**src/tdc_ro_regs.svh**
```systemverilog
// register offsets, field positions, opcodes and reset values of the readout opcode handler
// assumes a 32-bit axi4-lite slave port with byte addresses
`ifndef TDC_RO_REGS_SVH
`define TDC_RO_REGS_SVH
// ==================================================
// register byte offsets
`define RO_CMD_OFS 8'h00
`define RO_STATUS_OFS 8'h04
`define RO_CFG_OFS 8'h08
`define RO_ERRSTAT_OFS 8'h0c
`define RO_OVFCNT_OFS 8'h10
// ==================================================
// opcode upper bytes
`define OP_HT_ON 8'h30
`define OP_HT_OFF 8'h31
`define OP_HT_READ 8'h32
`define OP_HITS_SET 8'h33
`define OP_HITS_READ 8'h34
`define OP_MARK_ON 8'h35
`define OP_MARK_OFF 8'h36
`define OP_BYP_ON 8'h37
`define OP_BYP_OFF 8'h38
`define OP_ERRMASK_SET 8'h39
`define OP_ERRMASK_READ 8'h3a
`define OP_L1_SET 8'h3b
`define OP_L1_READ 8'h3c
// ==================================================
// reset values and encodings
`define RST_HT_EN 1'b0
`define RST_MARK_EN 1'b1
`define RST_BYP_EN 1'b0
`define RST_HITS_CODE 4'h9
`define RST_ERR_MASK 11'h7ff
`define RST_L1_CODE 3'h7
`define RST_L1_DEPTH 9'h100
`define HITS_CODE_MAX 4'h8
`define SIZE_ERR_FLAG 16'h1000
// ==================================================
// cfg register field positions
`define CFG_HT_BIT 0
`define CFG_MARK_BIT 1
`define CFG_BYP_BIT 2
`define CFG_HITS_LSB 4
`define CFG_L1_LSB 8
`define CFG_MASK_LSB 16
`endif

```
**src/tdc_ro_pkg.sv**
```systemverilog
// types shared by the readout opcode handler and its event limiter
// assumes nothing beyond the register header
package tdc_ro_pkg;
  // ==================================================
  // event stream
  typedef enum logic [1:0] {EVT_HDR, EVT_HIT, EVT_TRL, EVT_ERR} evt_kind_e;
  typedef struct packed {
    evt_kind_e kind;
    logic [23:0] data;
  } evt_word_s;
  // ==================================================
  // command interpreter
  typedef enum logic [1:0] {ST_IDLE, ST_WAIT_PARAM, ST_WAIT_READ} cmd_state_e;
  typedef struct packed {
    logic [10:0] err_mask;
    logic [2:0] l1_code;
    logic [3:0] hits_code;
    logic bypass_en;
    logic mark_en;
    logic ht_en;
  } ro_cfg_s;
endpackage : tdc_ro_pkg

```
**src/axil_slave.sv**
```systemverilog
// axi4-lite slave front end: one write and one read under way at a time
// assumes the owner answers rd_data and error flags in the cycle of the strobe
`timescale 1ns/1ps
module axil_slave #(
  parameter int ADDR_W = 8
) (
  input wire logic clk,
  input wire logic sys_rst,
  input wire logic ce,
  input wire logic [ADDR_W-1:0] awaddr,
  input wire logic awvalid,
  output logic awready,
  input wire logic [31:0] wdata,
  input wire logic [3:0] wstrb,
  input wire logic wvalid,
  output logic wready,
  output logic [1:0] bresp,
  output logic bvalid,
  input wire logic bready,
  input wire logic [ADDR_W-1:0] araddr,
  input wire logic arvalid,
  output logic arready,
  output logic [31:0] rdata,
  output logic [1:0] rresp,
  output logic rvalid,
  input wire logic rready,
  output logic wr_en,
  output logic [ADDR_W-1:0] wr_addr,
  output logic [31:0] wr_data,
  output logic [3:0] wr_strb,
  input wire logic wr_err,
  output logic rd_en,
  output logic [ADDR_W-1:0] rd_addr,
  input wire logic [31:0] rd_data,
  input wire logic rd_err
);
  logic aw_held_reg;
  logic w_held_reg;
  logic rd_pend_reg;
  wire aw_take = awvalid & awready;
  wire w_take = wvalid & wready;
  wire ar_take = arvalid & arready;
  // both halves in hand and no response outstanding
  assign wr_en = aw_held_reg & w_held_reg & ~bvalid;
  assign rd_en = rd_pend_reg;
  assign awready = ~aw_held_reg & ~bvalid;
  assign wready = ~w_held_reg & ~bvalid;
  assign arready = ~rd_pend_reg & ~rvalid;
  // ==================================================
  // write channel
  always_ff @(posedge clk) begin
    if (sys_rst) begin
      aw_held_reg <= 1'b0;
      w_held_reg <= 1'b0;
      bvalid <= 1'b0;
      bresp <= 2'h0;
      wr_addr <= '0;
      wr_data <= 32'h0;
      wr_strb <= 4'h0;
    end else if (ce) begin
      if (aw_take) begin
        aw_held_reg <= 1'b1;
        wr_addr <= awaddr;
      end
      if (w_take) begin
        w_held_reg <= 1'b1;
        wr_data <= wdata;
        wr_strb <= wstrb;
      end
      if (wr_en) begin
        aw_held_reg <= 1'b0;
        w_held_reg <= 1'b0;
        bvalid <= 1'b1;
        bresp <= wr_err ? 2'h2 : 2'h0;
      end else if (bvalid & bready) begin
        bvalid <= 1'b0;
      end
    end
  end
  // ==================================================
  // read channel
  always_ff @(posedge clk) begin
    if (sys_rst) begin
      rd_pend_reg <= 1'b0;
      rd_addr <= '0;
      rvalid <= 1'b0;
      rdata <= 32'h0;
      rresp <= 2'h0;
    end else if (ce) begin
      if (ar_take) begin
        rd_pend_reg <= 1'b1;
        rd_addr <= araddr;
      end
      if (rd_pend_reg) begin
        rd_pend_reg <= 1'b0;
        rvalid <= 1'b1;
        rdata <= rd_data;
        rresp <= rd_err ? 2'h2 : 2'h0;
      end else if (rvalid & rready) begin
        rvalid <= 1'b0;
      end
    end
  end
endmodule : axil_slave

```
**src/evt_limiter.sv**
```systemverilog
// per-event hit limiter and header/trailer filter on the readout stream
// assumes one word per cycle and that the source honours in_ready
`timescale 1ns/1ps
`include "tdc_ro_regs.svh"
module evt_limiter (
  input wire logic clk,
  input wire logic sys_rst,
  input wire logic ce,
  input wire logic in_valid,
  input wire tdc_ro_pkg::evt_word_s in_evt,
  output logic in_ready,
  input wire logic ht_en,
  input wire logic [3:0] hits_code,
  output logic out_valid,
  output tdc_ro_pkg::evt_word_s out_evt,
  output logic ovf_pulse
);
  logic [8:0] hits_reg;
  logic ovf_reg;
  logic pend_reg;
  tdc_ro_pkg::evt_word_s trl_reg;
  wire take = in_valid & in_ready;
  wire limit_on = hits_code <= `HITS_CODE_MAX;
  wire [8:0] limit = (hits_code == 4'h0) ? 9'h0 : 9'(9'h1 << (hits_code - 4'h1));
  wire room = ~limit_on | (hits_reg < limit);
  wire is_hdr = in_evt.kind == tdc_ro_pkg::EVT_HDR;
  wire is_hit = in_evt.kind == tdc_ro_pkg::EVT_HIT;
  wire is_trl = in_evt.kind == tdc_ro_pkg::EVT_TRL;
  wire err_now = take & is_trl & ovf_reg;
  always_ff @(posedge clk) begin
    if (sys_rst) begin
      hits_reg <= 9'h0;
      ovf_reg <= 1'b0;
      pend_reg <= 1'b0;
      trl_reg <= '0;
      in_ready <= 1'b1;
      out_valid <= 1'b0;
      out_evt <= '0;
      ovf_pulse <= 1'b0;
    end else if (ce) begin
      ovf_pulse <= err_now;
      out_valid <= 1'b0;
      if (pend_reg) begin
        // held trailer follows the error word
        out_valid <= 1'b1;
        out_evt <= trl_reg;
        pend_reg <= 1'b0;
        in_ready <= 1'b1;
      end else if (take) begin
        if (is_hdr | is_trl) begin
          hits_reg <= 9'h0;
          ovf_reg <= 1'b0;
        end
        if (err_now) begin
          out_valid <= 1'b1;
          out_evt <= '{kind: tdc_ro_pkg::EVT_ERR, data: {8'h00, `SIZE_ERR_FLAG}};
          trl_reg <= in_evt;
          pend_reg <= ht_en;
          in_ready <= ~ht_en;
        end else if (is_hit) begin
          if (room) begin
            out_valid <= 1'b1;
            out_evt <= in_evt;
            hits_reg <= hits_reg + 9'h1;
          end else begin
            ovf_reg <= 1'b1;
          end
        end else begin
          out_valid <= ht_en;
          out_evt <= in_evt;
        end
      end
    end
  end
endmodule : evt_limiter

```
**src/tdc_readout_opcode_handler.sv**
```systemverilog
// readout opcode interpreter: opcode and parameter words through one command register
// assumes an axi4-lite master and a readout stream on the same clock
`timescale 1ns/1ps
`include "tdc_ro_regs.svh"
module tdc_readout_opcode_handler #(
  parameter int ADDR_W = 8
) (
  input wire logic clk,
  input wire logic sys_rst,
  input wire logic ce,
  input wire logic [ADDR_W-1:0] awaddr,
  input wire logic awvalid,
  output logic awready,
  input wire logic [31:0] wdata,
  input wire logic [3:0] wstrb,
  input wire logic wvalid,
  output logic wready,
  output logic [1:0] bresp,
  output logic bvalid,
  input wire logic bready,
  input wire logic [ADDR_W-1:0] araddr,
  input wire logic arvalid,
  output logic arready,
  output logic [31:0] rdata,
  output logic [1:0] rresp,
  output logic rvalid,
  input wire logic rready,
  input wire logic [10:0] err_active,
  input wire logic in_valid,
  input wire tdc_ro_pkg::evt_word_s in_evt,
  output logic in_ready,
  output logic out_valid,
  output tdc_ro_pkg::evt_word_s out_evt,
  output tdc_ro_pkg::ro_cfg_s cfg,
  output logic [8:0] level_one_hit_buffer_depth,
  output logic global_error,
  output logic busy
);
  // ==================================================
  // parameter checks
  if (ADDR_W < 5) begin : g_addr_check
    $error("ADDR_W too small for the register map");
  end
  // ==================================================
  // bus front end
  logic wr_en;
  logic [ADDR_W-1:0] wr_addr;
  logic [31:0] wr_data;
  logic [3:0] wr_strb;
  logic rd_en;
  logic [ADDR_W-1:0] rd_addr;
  logic [31:0] rd_data;
  logic wr_err;
  logic rd_err;
  axil_slave #(
    .ADDR_W(ADDR_W)
  ) u_bus (
    .clk(clk),
    .sys_rst(sys_rst),
    .ce(ce),
    .awaddr(awaddr),
    .awvalid(awvalid),
    .awready(awready),
    .wdata(wdata),
    .wstrb(wstrb),
    .wvalid(wvalid),
    .wready(wready),
    .bresp(bresp),
    .bvalid(bvalid),
    .bready(bready),
    .araddr(araddr),
    .arvalid(arvalid),
    .arready(arready),
    .rdata(rdata),
    .rresp(rresp),
    .rvalid(rvalid),
    .rready(rready),
    .wr_en(wr_en),
    .wr_addr(wr_addr),
    .wr_data(wr_data),
    .wr_strb(wr_strb),
    .wr_err(wr_err),
    .rd_en(rd_en),
    .rd_addr(rd_addr),
    .rd_data(rd_data),
    .rd_err(rd_err)
  );
  // ==================================================
  // address decode
  wire [7:0] wr_ofs = 8'(wr_addr);
  wire [7:0] rd_ofs = 8'(rd_addr);
  wire wr_cmd = wr_ofs == `RO_CMD_OFS;
  wire wr_ro = (wr_ofs == `RO_STATUS_OFS) | (wr_ofs == `RO_CFG_OFS) | (wr_ofs == `RO_ERRSTAT_OFS) |
    (wr_ofs == `RO_OVFCNT_OFS);
  wire rd_cmd = rd_ofs == `RO_CMD_OFS;
  wire rd_status = rd_ofs == `RO_STATUS_OFS;
  wire rd_cfg = rd_ofs == `RO_CFG_OFS;
  wire rd_errstat = rd_ofs == `RO_ERRSTAT_OFS;
  wire rd_ovfcnt = rd_ofs == `RO_OVFCNT_OFS;
  assign wr_err = ~(wr_cmd | wr_ro);
  assign rd_err = ~(rd_cmd | rd_status | rd_cfg | rd_errstat | rd_ovfcnt);
  // writes to the command word without both low byte strobes are dropped, a half opcode would mis-decode
  wire word_ok = wr_strb[1:0] == 2'h3;
  wire cmd_wr = wr_en & wr_cmd & word_ok;
  wire cmd_rd = rd_en & rd_cmd;
  // ==================================================
  // interpreter state
  tdc_ro_pkg::cmd_state_e state_reg;
  tdc_ro_pkg::cmd_state_e state_next;
  logic [7:0] op_reg;
  logic [7:0] op_next;
  logic [15:0] rb_reg;
  logic [15:0] rb_next;
  tdc_ro_pkg::ro_cfg_s cfg_next;
  logic [15:0] ovf_cnt_reg;
  logic ovf_pulse;
  wire [7:0] opcode = wr_data[15:8];
  wire [15:0] param = wr_data[15:0];
  wire [15:0] ht_word = {15'h0, cfg.ht_en};
  wire [15:0] hits_word = {12'h0, cfg.hits_code};
  wire [15:0] mask_word = {5'h0, cfg.err_mask};
  wire [15:0] l1_word = {13'h0, cfg.l1_code};
  wire in_idle = state_reg == tdc_ro_pkg::ST_IDLE;
  wire in_param = state_reg == tdc_ro_pkg::ST_WAIT_PARAM;
  wire in_read = state_reg == tdc_ro_pkg::ST_WAIT_READ;
  always_comb begin
    state_next = state_reg;
    op_next = op_reg;
    rb_next = rb_reg;
    cfg_next = cfg;
    case (state_reg)
      tdc_ro_pkg::ST_IDLE: begin
        if (cmd_wr) begin
          op_next = opcode;
          case (opcode)
            `OP_HT_ON: cfg_next.ht_en = 1'b1;
            `OP_HT_OFF: cfg_next.ht_en = 1'b0;
            `OP_MARK_ON: cfg_next.mark_en = 1'b1;
            `OP_MARK_OFF: cfg_next.mark_en = 1'b0;
            `OP_BYP_ON: cfg_next.bypass_en = 1'b1;
            `OP_BYP_OFF: cfg_next.bypass_en = 1'b0;
            `OP_HITS_SET, `OP_ERRMASK_SET, `OP_L1_SET: begin
              state_next = tdc_ro_pkg::ST_WAIT_PARAM;
            end
            `OP_HT_READ: begin
              rb_next = ht_word;
              state_next = tdc_ro_pkg::ST_WAIT_READ;
            end
            `OP_HITS_READ: begin
              rb_next = hits_word;
              state_next = tdc_ro_pkg::ST_WAIT_READ;
            end
            `OP_ERRMASK_READ: begin
              rb_next = mask_word;
              state_next = tdc_ro_pkg::ST_WAIT_READ;
            end
            `OP_L1_READ: begin
              rb_next = l1_word;
              state_next = tdc_ro_pkg::ST_WAIT_READ;
            end
            default: begin
              op_next = op_reg;
            end
          endcase
        end
      end
      tdc_ro_pkg::ST_WAIT_PARAM: begin
        // stays here until the parameter word lands
        if (cmd_wr) begin
          case (op_reg)
            `OP_HITS_SET: cfg_next.hits_code = param[3:0];
            `OP_ERRMASK_SET: cfg_next.err_mask = param[10:0];
            `OP_L1_SET: cfg_next.l1_code = param[2:0];
            default: cfg_next = cfg;
          endcase
          state_next = tdc_ro_pkg::ST_IDLE;
        end
      end
      tdc_ro_pkg::ST_WAIT_READ: begin
        // writes are ignored until the answer is collected
        if (cmd_rd) begin
          state_next = tdc_ro_pkg::ST_IDLE;
        end
      end
      default: begin
        state_next = tdc_ro_pkg::ST_IDLE;
      end
    endcase
  end
  always_ff @(posedge clk) begin
    if (sys_rst) begin
      state_reg <= tdc_ro_pkg::ST_IDLE;
      op_reg <= 8'h00;
      rb_reg <= 16'h0000;
    end else if (ce) begin
      state_reg <= state_next;
      op_reg <= op_next;
      rb_reg <= rb_next;
    end
  end
  // ==================================================
  // configuration outputs
  wire [8:0] depth_next = 9'(9'h2 << cfg_next.l1_code);
  always_ff @(posedge clk) begin
    if (sys_rst) begin
      cfg.ht_en <= `RST_HT_EN;
      cfg.mark_en <= `RST_MARK_EN;
      cfg.bypass_en <= `RST_BYP_EN;
      cfg.hits_code <= `RST_HITS_CODE;
      cfg.err_mask <= `RST_ERR_MASK;
      cfg.l1_code <= `RST_L1_CODE;
      level_one_hit_buffer_depth <= `RST_L1_DEPTH;
    end else if (ce) begin
      cfg <= cfg_next;
      level_one_hit_buffer_depth <= depth_next;
    end
  end
  // ==================================================
  // global error
  wire [10:0] err_live = err_active & cfg.err_mask;
  always_ff @(posedge clk) begin
    if (sys_rst) begin
      global_error <= 1'b0;
      busy <= 1'b0;
    end else if (ce) begin
      global_error <= |err_live;
      busy <= state_next != tdc_ro_pkg::ST_IDLE;
    end
  end
  // ==================================================
  // readout stream
  evt_limiter u_limit (
    .clk(clk),
    .sys_rst(sys_rst),
    .ce(ce),
    .in_valid(in_valid),
    .in_evt(in_evt),
    .in_ready(in_ready),
    .ht_en(cfg.ht_en),
    .hits_code(cfg.hits_code),
    .out_valid(out_valid),
    .out_evt(out_evt),
    .ovf_pulse(ovf_pulse)
  );
  // count wraps; software takes differences
  always_ff @(posedge clk) begin
    if (sys_rst) begin
      ovf_cnt_reg <= 16'h0000;
    end else if (ce && ovf_pulse) begin
      ovf_cnt_reg <= ovf_cnt_reg + 16'h0001;
    end
  end
  // ==================================================
  // read mux
  wire [31:0] cmd_rd_word = in_read ? {16'h0000, rb_reg} : 32'h0;
  wire [31:0] status_word = {16'h0, op_reg, 4'h0, global_error, in_read, in_param, in_idle};
  wire [31:0] cfg_word = {5'h0, cfg.err_mask, 5'h0, cfg.l1_code, cfg.hits_code, 1'b0, cfg.bypass_en,
    cfg.mark_en, cfg.ht_en};
  wire [31:0] errstat_word = {5'h0, err_live, 5'h0, err_active};
  wire [31:0] ovfcnt_word = {16'h0, ovf_cnt_reg};
  assign rd_data = rd_cmd ? cmd_rd_word :
    rd_status ? status_word :
    rd_cfg ? cfg_word :
    rd_errstat ? errstat_word :
    rd_ovfcnt ? ovfcnt_word : 32'h0;
endmodule : tdc_readout_opcode_handler

```
**config.mk**
```make
export PLATFORM = sky130hd
export DESIGN_NAME = tdc_readout_opcode_handler
export DESIGN_NICKNAME = d
export VERILOG_FILES = /design/src/tdc_ro_pkg.sv /design/src/axil_slave.sv /design/src/evt_limiter.sv /design/src/tdc_readout_opcode_handler.sv
export VERILOG_INCLUDE_DIRS = /design/src
export SDC_FILE = /design/constraint.sdc
export NUM_CORES = 1
export LEC_CHECK = 0
export ABC_AREA = 1
export BUFFER_PORTS_ARGS = -buffer_cell sky130_fd_sc_hd__buf_2
export CAP_MARGIN = 30
export CORE_MARGIN = 2
export CORE_UTILIZATION = 55
export CTS_CLUSTER_DIAMETER = 80
export DETAILED_ROUTE_END_ITERATION = 10
export HOLD_SLACK_MARGIN = 0.12
export PLACE_DENSITY_LB_ADDON = 0.25
export SYNTH_ARGS = -nofsm -noshare
export SYNTH_HDL_FRONTEND = slang
export SYNTH_HIERARCHICAL = 1
export SYNTH_SLANG_ARGS = --single-unit
```
**constraint.sdc**
```tcl
create_clock -name clk -period 5.9 [get_ports clk]
set_input_delay 0.885 -clock clk [delete_from_list [all_inputs] [get_ports clk]]
set_output_delay 0.885 -clock clk [all_outputs]
set_load 0.05 [all_outputs]
```
; Word level (Yosys, flattened, before mapping)
; Index checks and enable logic that the tools add are counted.
[op_classes]
bitwise_logic = 36
mux = 58
n_reduce_logical = 41
eq_ne = 30
n_shift = 2
add_sub_neg = 3
n_lt_le_gt_ge = 2
[ops]
columns = cell, n
row1 = 26-bit two-way mux, 5
row2 = 8-bit by 6-bit == test with 1-bit output (second input constant), 16
row3 = 27-bit two-way mux, 4
row4 = 16-bit case mux with 4 select lines, 1
row5 = 9-bit two-way mux, 5
row6 = 8-bit by 4-bit == test with 1-bit output (second input constant), 4
row7 = 16-bit two-way mux, 2
row8 = 1-bit two-way mux, 25
row9 = 4-bit AND reduction, 5
row10 = 2-bit nonzero test, 10
row11 = 2-bit AND reduction, 9
row12 = 16-bit by 1-bit adder with 16-bit output (second input constant), 1
row13 = 1-bit bitwise AND, 16
row14 = 8-bit by 3-bit == test with 1-bit output (second input constant), 2
row15 = 8-bit by 5-bit == test with 1-bit output (second input constant), 2
row16 = 8-bit logical NOT, 2
row17 = 5-bit AND reduction, 3
row18 = 13-bit OR reduction, 1
row19 = 11-bit bitwise AND, 1
row20 = 11-bit OR reduction, 1
row21 = 10-bit two-way mux, 1
row22 = 2-bit two-way mux, 5
row23 = 1-bit bitwise OR, 10
row24 = 9-bit by 1-bit adder with 9-bit output (second input constant), 1
row25 = other kinds (23), 40
[totals]
in_bits = 98
register_bits = 215
output_inout_bits = 101
wordCells = 207

; Logic depth before layout (Yosys ltp)
; Gate-level depths: netlist of run 1.
[logic_depth]
word_depth = 10
ltp_mapped = 18
ltp_nobuf = 17

; Modules after synthesis
; The synthesis of run 1 kept the hierarchy.
[modules_own_cells]
columns = mod, area_per_inst_um2, n_inst, seq_area_each_um2, cells_per_inst
row1 = tdc_readout_opcode_handler, 3925.0, 1, 1361.3, 593
row2 = axil_slave, 3575.9, 1, 1821.7, 468
row3 = evt_limiter, 3323.2, 1, 1321.3, 474

; Least setup slack after synthesis of run 1
; OpenSTA, ideal clock, no wires.
[synth_timing]
path_kind = flip-flop to flip-flop
startpoint = register, netlist name cfg[5]
endpoint = register, netlist name u_limit/out_evt[10]
synth_period_minus_slack_ns = 2.491
t_arrival_ns = 2.375
n_path_buf = 1
setup_time_ns = 0.116
setup_slack_ns = 3.409
stages_incl_launch_ff = 18
required_ns = 5.784
cell_sequence = dfxtp_1 -> inv_1 -> nor2_1 -> nand3_1 -> ha_1 -> nand2_1 -> inv_1 -> nand2_1 -> nand2_1 -> nand2_1 -> nand3_2 -> nand3_2 -> inv_2 -> nand2_4 -> nand2_8 -> buf_4 -> o21ai_0 -> nor2_1
[synth_between]
elab_chain_len = 7
elab_cells_between_ends = 10
classes_between = add/sub: 1 / order compare: 2 / eq/ne: 1 / shift: 1 / mux: 1 / bitwise: 2 / reduce/logical: 2
[synth_rtl]
columns = item, line
row1 = 4-bit by 1-bit subtractor with 4-bit output, evt_limiter.sv:24  ; wire [8:0] limit = (hits_code == 4'h0) ? 9'h0 : 9'(9'h1 << (hits_code - 4'h1));
row2 = 1-bit by 4-bit left shift with 9-bit output, evt_limiter.sv:24
row3 = 9-bit two-way mux, evt_limiter.sv:24
row4 = 9-bit less-than comparator, evt_limiter.sv:25  ; wire room = ~limit_on | (hits_reg < limit);
row5 = 1-bit bitwise OR (*), evt_limiter.sv:25
row6 = 4-bit by 2-bit inequality test with 1-bit output (no line) (*), n/a
row7 = 3-bit AND reduction (no line) (*), n/a
; Mark *: on every way between the ends. The rest lies on a longest branch, timed or not.
; A chain may end at the register's enable or synchronous reset.

==> results.toml, run 1 <==
[routing]
drt-total-wl_um = 26000
ant_nets = 0
wire_per_inst_um = 14.2
vias = 9696
drcViolationCount = 0
vias_per_cell = 5.27
dr.pass1.iters = 5
drt_iter0_drc = 598

[finish]
syn_to_final_growth_pct = 17.1
utilization_pct = 65.8
nNetsFinal = 1702
largest_reg_flops = 32
drive_gt1_share_pct = 18.3
nFillCells = 1648

[clocking]
cts_tree = "yes"
root_buffer = "clkbuf_16"
postCtsResizedCells = 0
cts.sinks = 207
cts_setup_buffers = 0
htree_levels = 1
clk_pin_slew_ns = 0.06
clk_latency_ns = 0.50
cts_hold_buf = 0
clock_path_buffers = 3
cts_buffers = 23

[sta]
hold_slack_ns = 0.464
period_minus_slack_ns = 2.60
finalHoldViolCount = 0
max_slew.worst_pin.slew_ns = 0.807
fin_crit_sh_pct = 44.1
final.setup_skew_ns = 0.0113
max_clock_freq_mhz = 384
totalNegativeSetupSlack_ns = 0
slew_headroom_pct = 46.0
setup_violations = 0
fin_ws_ns = 3.30
rsz0062_at_grt = "false"
slew_viol_final = 0

[die]
initial_utilization_pct = 56.2
core-area_mm2 = 0.0180
die_h_um = 140
die_area_mm2 = 0.0195
row_count = 49
ioPinCount = 199
die_x_um = 140

[logic_synthesis]
synthCells = 1444
synth.cell_area_mm2 = 0.0101
syn_avg_cell_area_um2 = 7.01
synth_warnings = 6

[place]
place_congestion = 0.887
pre_cts_ws_ns = 2.83
port_buffers = 177
dp_hpwl_um = 18700

[worst_setup_path]
worstPathArrival_ns = 2.99
slowest_delay_ns = 0.79
path_class = "input port to register"
crit_top_cell = "buf_4"
cp-start-kind = "input port"
cp_max_fo = 49
cp-end-kind = "register"
crit_required_ns = 6.29
slowest_stage = "clkinv_1"
path_cells = "buf_2 -> buf_4 -> clkinv_1 -> buf_4 -> nand2_1 -> nor2_1"
r2r_cells = 15

[worst_hold_path]
hold_class = "register to register"
hold_depth = 2

[power_and_ir_drop]
combPwrFrac_pct = 11.4
p_clk_share_pct = 45.5
power_density_mw_per_mm2 = 290
seqPwrFrac_pct = 43.0
p_sw_share_pct = 25.6
vdd_drop_max_uv = 237
intPower_mw = 2.55
p_switching_mw = 0.878
leakagePower_nw = 5.53

[global_route]
grt_usage_pct = 26.1
grt_overflow = 0
grtUsageMet3_pct = 4.06
grt.busiest_layer = "met2"
antenna_found_initial = 1
grt_pass1_wl_um = 42900
grt_pass1_vias = 9105
grt_util_met1_pct = 32.1
grt_max_degree = 50
grt.met2_usage_pct = 46.3

[run_status]
status = "complete, no violations"

[job]
max_cap_violations = 0
## power groups by stage
stage | Sequential [mW] | Clock, mW | Combinational [mW]
4_1_cts | 1.48 | 1.58 | 0.392
3_5_place_dp | 1.51 | 0 | 0.390
3_3_place_gp | 1.51 | 0 | 0.382
5_1_grt | 1.48 | 1.64 | 0.431
6_report | 1.48 | 1.56 | 0.392
2_1_floorplan | 1.59 | 0 | 0.209
## layout make-up
| cell class | count | area [um2] | area share, % |
|---|---|---|---|
| clock buffer | 32 | 659 | 5.56 |
| tap | 229 | 287 | 2.42 |
| multi-input combinational | 1019 | 5000 | 42.2 |
| sequential | 207 | 4140 | 35.0 |
| clock inverter | 9 | 178 | 1.50 |
| timing repair buffer | 185 | 986 | 8.32 |
| inverter | 158 | 598 | 5.05 |
| antenna | 1 | 2.50 | 0.0211 |
## worst max-delay path: cells and delay by family
family | cells | cell delay, ns
buf+inv | 4 | 1.86
simple gates | 2 | 0.20
## layer usage
layer | vias to the layer above | routed length [um]
li1 | 4937 | -
met3 | 70 | 1620
met4 | 0 | 935
met5 | - | 0
met2 | 314 | 12600
met1 | 4375 | 10900
## layout by cell type (no fill, tap or decap), types with 6 or more instances in the layout
cell type / instances
a21oi_1: 83
buf_2: 177
buf_4: 6
clkbuf_16: 23
conb_1: 8
dfxtp_1: 207
ha_1: 10
inv_1: 139
inv_2: 14
nand2_1: 265
nand2_2: 7
nand3_1: 48
nand3_2: 7
nand3b_1: 34
nand4_1: 10
nor2_1: 283
nor2_2: 13
nor2_4: 8
nor3_1: 11
o211ai_1: 21
o21ai_0: 120
o21ai_1: 43
xor2_1: 6
## stage by stage
step	power, mW	area [um2]	cells
3_3_place_gp	1.89	11000	1796
3_5_place_dp	1.90	11000	1798
6_report	3.43	11900	1840
5_1_grt	3.55	11900	1840
2_1_floorplan	1.80	10100	1450
4_1_cts	3.45	11800	1839
## final timing paths
| kind | slack [ns] | to | start |
|---|---|---|---|
| max | 3.30 | u_bus/aw_held_reg$_SDFFE_PP0P_ | sys_rst |
| min | 0.46 | level_one_hit_buffer_depth[7]$_SDFFE_PP0P_ | level_one_hit_buffer_depth[7]$_SDFFE_PP0P_ |
| min reg2reg | 0.46 | level_one_hit_buffer_depth[7]$_SDFFE_PP0P_ | level_one_hit_buffer_depth[7]$_SDFFE_PP0P_ |
| max reg2reg | 3.30 | u_limit/out_evt[6]$_SDFFE_PP0P_ | cfg[5]$_SDFFE_PP0P_ |
Power figures use the tool's default switching activity.
==> run 2, diff against run 1 <==
Clock period 5.9 ns to 2.59 ns, I/O delays scaled along.
==> results.toml, run 2 (synthesis gave the netlist of run 1 again) <==
[clocking]
clk_pin_slew_ns = 0.06
cts.sinks = 207
clock_path_buffers = 3
cts_tree = "yes"
cts_hold_buf = 0
cts_buffers = 22
clk_latency_ns = 0.51
root_buffer = "clkbuf_16"
htree_levels = 1

[sta]
fin_ws_ns = 0.196
slew_viol_final = 0
max_clock_freq_mhz = 418
final.setup_skew_ns = 0.0190
period_minus_slack_ns = 2.39
fin_crit_sh_pct = 92.4
max_slew.worst_pin.slew_ns = 0.686
totalNegativeSetupSlack_ns = 0
rsz0062_at_grt = "false"
slew_headroom_pct = 54.1
finalHoldViolCount = 0
hold_slack_ns = 0.141
setup_violations = 0

[global_route]
grt_pass1_vias = 8984
grt_usage_pct = 26.5
grt_max_degree = 53
grt_overflow = 0
antenna_found_initial = 0
grt_pass1_wl_um = 43000

[die]
core-area_mm2 = 0.0180
die_area_mm2 = 0.0195
ioPinCount = 199
die_h_um = 140
die_x_um = 140
row_count = 49
initial_utilization_pct = 56.2

[routing]
drt-total-wl_um = 26500
vias = 9802
dr.pass1.iters = 5
drcViolationCount = 0
vias_per_cell = 5.30
wire_per_inst_um = 14.3
ant_nets = 0
drt_iter0_drc = 646

[worst_setup_path]
path_cells = "inv_1 -> nor2_1 -> nand3_1 -> ha_1 -> nand2_1 -> inv_1 -> nand2_1 -> nor2_1 -> nand2_1 -> nand3_2 -> nand3_2 -> inv_2 -> nand2_4 -> nand2_8 -> inv_6 -> nor2_1 -> nor2_1"
worstSetupStartpoint = "cfg[5]$_SDFFE_PP0P_"
worstPathArrival_ns = 2.78
slowest_delay_ns = 0.41
path_class = "register to register"
cp-end-kind = "register"
reg2reg_from = "cfg[5]$_SDFFE_PP0P_"
slowest_stage = "dfxtp_1"
cp_max_fo = 28
crit_top_cell = "nor2_1"
cp-start-kind = "register"
crit_required_ns = 2.97

[finish]
final_cell_mix = "nor2_1, nand2_1, dfxtp_1"
n_antenna_cell = 0
syn_to_final_growth_pct = 16.7
final_common_cell = "nor2_1"
nFillCells = 1657
drive_gt1_share_pct = 18.9
ff_latch_area_mm2 = 0.00415
multi_input_area_mm2 = 0.00500
largest_reg_flops = 32
nNetsFinal = 1714

[place]
pre_cts_ws_ns = 0.231
place_congestion = 0.965
port_buffers = 177
dp_hpwl_um = 19300

[power_and_ir_drop]
total_power_mw = 7.46
power_density_mw_per_mm2 = 631
leakagePower_nw = 5.53
vdd_drop_max_uv = 578

[run_status]
status = "complete, no violations"

[job]
max_cap_violations = 0

[worst_hold_path]
hold_class = "input port to register"
worstHoldStart = "in_evt[11]"
[run 2: cell count changes in the layout (fill, tap and decap cells not counted), moves of 2 or more]
| cell | previous run | this run |
|---|---|---|
| buf_16 | 2 | 0 |
| buf_4 | 6 | 21 |
| bufinv_16 | 5 | 2 |
| clkinv_2 | 2 | 5 |
[run 2: worst max-delay path: cells and delay by family, from the launching register on]
family / cells / cell delay, ns
adder cells (fa/ha/maj): 1 / 0.31
flip-flops: 1 / 0.41
buffers and inverters: 4 / 0.37
AND/OR/NAND/NOR: 12 / 1.15
[run 2: metrics by stage]
| step | cells | cell area [um2] | util, % |
|---|---|---|---|
| after floorplan | 1450 | 10100 | - |
| after CTS | 1850 | 11800 | 65.5 |
| after global placement | 1811 | 11100 | 61.4 |
| final | 1850 | 11800 | 65.5 |
| after detailed placement | 1811 | 11100 | 61.4 |
| after global routing | 1850 | 11800 | 65.5 |
[run 2: routing by layer]
metal	share of wire [%]	routed length, um	up-vias	global-route usage, %
li1	-	-	4964	-
met1	42	11100	4447	33.1
met2	49	12900	334	47.0
met3	6.8	1810	57	4.06
met4	2.7	723	0	8.79
met5	0	0	-	0
[run 2: power by group]
part / leakage [nW] / switching [mW] / internal (mW)
combinational: 3.48 / 0.649 / 0.256
sequential: 1.68 / 0.0762 / 3.29
clock: 0.365 / 1.26 / 1.93
[run 2: path summary, 6_finish.rpt]
check                                                        end  slack, ns  depth (start not counted)
worst max-delay path            u_limit/out_evt[14]$_SDFFE_PP0P_       0.20                         17
worst min-delay path            u_limit/trl_reg[11]$_SDFFE_PP0P_       0.14                          3
worst max register to register  u_limit/out_evt[14]$_SDFFE_PP0P_       0.20                         17
worst min register to register  u_limit/trl_reg[25]$_SDFFE_PP0P_       0.46                          2
[run 2: timing repair]
| item | 4_1_cts | 5_1_grt |
|---|---|---|
| setup buffers | 0 | 0 |
| resized for setup | 0 | 2 |
| setup endpoints to repair | 0 | 24 |
| hold endpoints to repair | 0 | 0 |
[run 2: layout make-up]
class	count	area share [%]
repair buffers	198	8.83
clock buffers	31	5.47
well taps	229	2.43
multi-input cells	1019	42.3
clock inverters	8	0.784
inverters	158	5.08
flip-flops and latches	207	35.1
==> run 3, diff against run 2 <==
Settings changed: CELL_PAD_IN_SITES_DETAIL_PLACEMENT set to 1, CELL_PAD_IN_SITES_GLOBAL_PLACEMENT set to 1, CORE_UTILIZATION 55 to 40.
==> results.toml, run 3 (synthesis gave the netlist of run 1 again) <==
[run_status]
status = "complete, no violations"

[power_and_ir_drop]
combPwrFrac_pct = 12.5
power_density_mw_per_mm2 = 629
p_clk_share_pct = 43.7
leakagePower_nw = 5.64
p_switching_mw = 2.10
intPower_mw = 5.57
seqPwrFrac_pct = 43.8
p_sw_share_pct = 27.4
vdd_drop_max_uv = 351

[sta]
fin_crit_sh_pct = 91.7
slew_viol_final = 0
totalNegativeSetupSlack_ns = 0
final.setup_skew_ns = 0.00775
max_slew.worst_pin.slew_ns = 0.582
finalHoldViolCount = 0
slew_headroom_pct = 61.1
period_minus_slack_ns = 2.38
max_clock_freq_mhz = 421
setup_violations = 0
rsz0062_at_grt = "false"

[global_route]
grt_pass1_vias = 10100
grt_pass1_wl_um = 52500
grt_overflow = 0
grt_max_degree = 53
grt_usage_pct = 24.6
antenna_found_initial = 0

[worst_setup_path]
crit_required_ns = 3.01
path_class = "register to register"
worstPathArrival_ns = 2.79
cp-start-kind = "register"
cp_max_fo = 28
cp-end-kind = "register"

[clocking]
root_buffer = "clkbuf_16"
cts_tree = "yes"
clk_pin_slew_ns = 0.06
htree_levels = 1
cts.sinks = 207
cts_buffers = 24
clk_latency_ns = 0.52
clock_path_buffers = 3

[die]
initial_utilization_pct = 40.4
row_count = 58
ioPinCount = 199
die_x_um = 163
die_h_um = 163
die_area_mm2 = 0.0266
core-area_mm2 = 0.0250

[finish]
n_antenna_cell = 0
syn_to_final_growth_pct = 20.5
nNetsFinal = 1737
nFillCells = 3323
final_common_cell = "nor2_1"
final_cell_mix = "nor2_1, nand2_1, dfxtp_1"
largest_reg_flops = 32
drive_gt1_share_pct = 19.0
stdcell_count = 1975
multi_input_area_mm2 = 0.00500
ff_latch_area_mm2 = 0.00415

[routing]
drt_iter0_drc = 545
vias_per_cell = 5.11
drcViolationCount = 0
drt-total-wl_um = 32700
wire_per_inst_um = 16.6
dr.pass1.iters = 5
vias = 10100
ant_nets = 0

[place]
dp_hpwl_um = 24100
place_congestion = 0.921
dp.cells = 1917
port_buffers = 177

[worst_hold_path]
hold_class = "input port to register"

[job]
max_cap_violations = 0
## run 3: worst paths after layout
kind,from,end,slack [ns],cells past startpoint
setup / recovery,cfg[3]$_SDFFE_PP1P_,u_limit/out_evt[8]$_SDFFE_PP0P_,0.21,16
hold / removal,in_evt[20],u_limit/trl_reg[20]$_SDFFE_PP0P_,0.14,3
setup reg to reg,cfg[3]$_SDFFE_PP1P_,u_limit/out_evt[8]$_SDFFE_PP0P_,0.21,16
hold reg to reg,u_limit/trl_reg[24]$_SDFFE_PP0P_,u_limit/trl_reg[24]$_SDFFE_PP0P_,0.45,2
## run 3: per-layer routing
layer | GRT usage, % | share of wire [%]
met3 | 2.97 | 5.7
met2 | 43.0 | 48
met1 | 32.4 | 45
met4 | 5.71 | 1.9
met5 | 0 | 0
## run 3: power by group through the flow
| stage | registers, mW | clock network [mW] | logic (mW) |
|---|---|---|---|
| floorplan | 3.62 | 0 | 0.476 |
| global placement | 3.43 | 0 | 0.923 |
| detailed placement | 3.44 | 0 | 0.937 |
| CTS | 3.37 | 3.44 | 0.962 |
| global route | 3.38 | 3.56 | 1.06 |
| finish | 3.37 | 3.35 | 0.959 |
## run 3: critical path, stage by stage, from the launching register on
cell and delay [ns]:
dfxtp_2 0.39, nor2_1 0.22, nand3_1 0.12, ha_1 0.29, nand2_1 0.08, inv_2 0.05
nand2_1 0.06, nor2_1 0.10, nand2_1 0.06, nand3_2 0.08, nand3_2 0.10, inv_2 0.09
nand2_4 0.07, nand2_8 0.18, inv_4 0.16, nor2_1 0.16, nor2_1 0.06
## run 3: per-stage QoR
step | hold slack, ns | total power [mW] | util [%] | setup WS (ns) | instance area [um2]
6_report | 0.138 | 7.68 | 48.7 | 0.215 | 12200
5_1_grt | 0.146 | 8.00 | 48.7 | 0.0131 | 12200
4_1_cts | 0.121 | 7.77 | 48.7 | 0.147 | 12200
3_5_place_dp | 0.447 | 4.37 | 44.9 | 0.173 | 11300
3_3_place_gp | 0.445 | 4.35 | 44.9 | 0.247 | 11300
2_1_floorplan | 0.422 | 4.10 | - | 0.0987 | 10100
## run 3: area by class of cell
class                           count  area share (%)
Tap cell                          330            3.39
Clock buffer                       38            5.93
Inverter                          158            4.90
Multi-Input combinational cell   1019            41.0
Timing Repair Buffer              219            10.3
Clock inverter                      4           0.482
Sequential cell                   207            34.0
## run 3: repair_timing
action | CTS | global route
hold buffers | 15 | 1
gates resized for setup | 0 | 2
setup endpoints to repair | 0 | 24
endpoints found under the hold margin | 15 | 1
setup buffers | 0 | 0
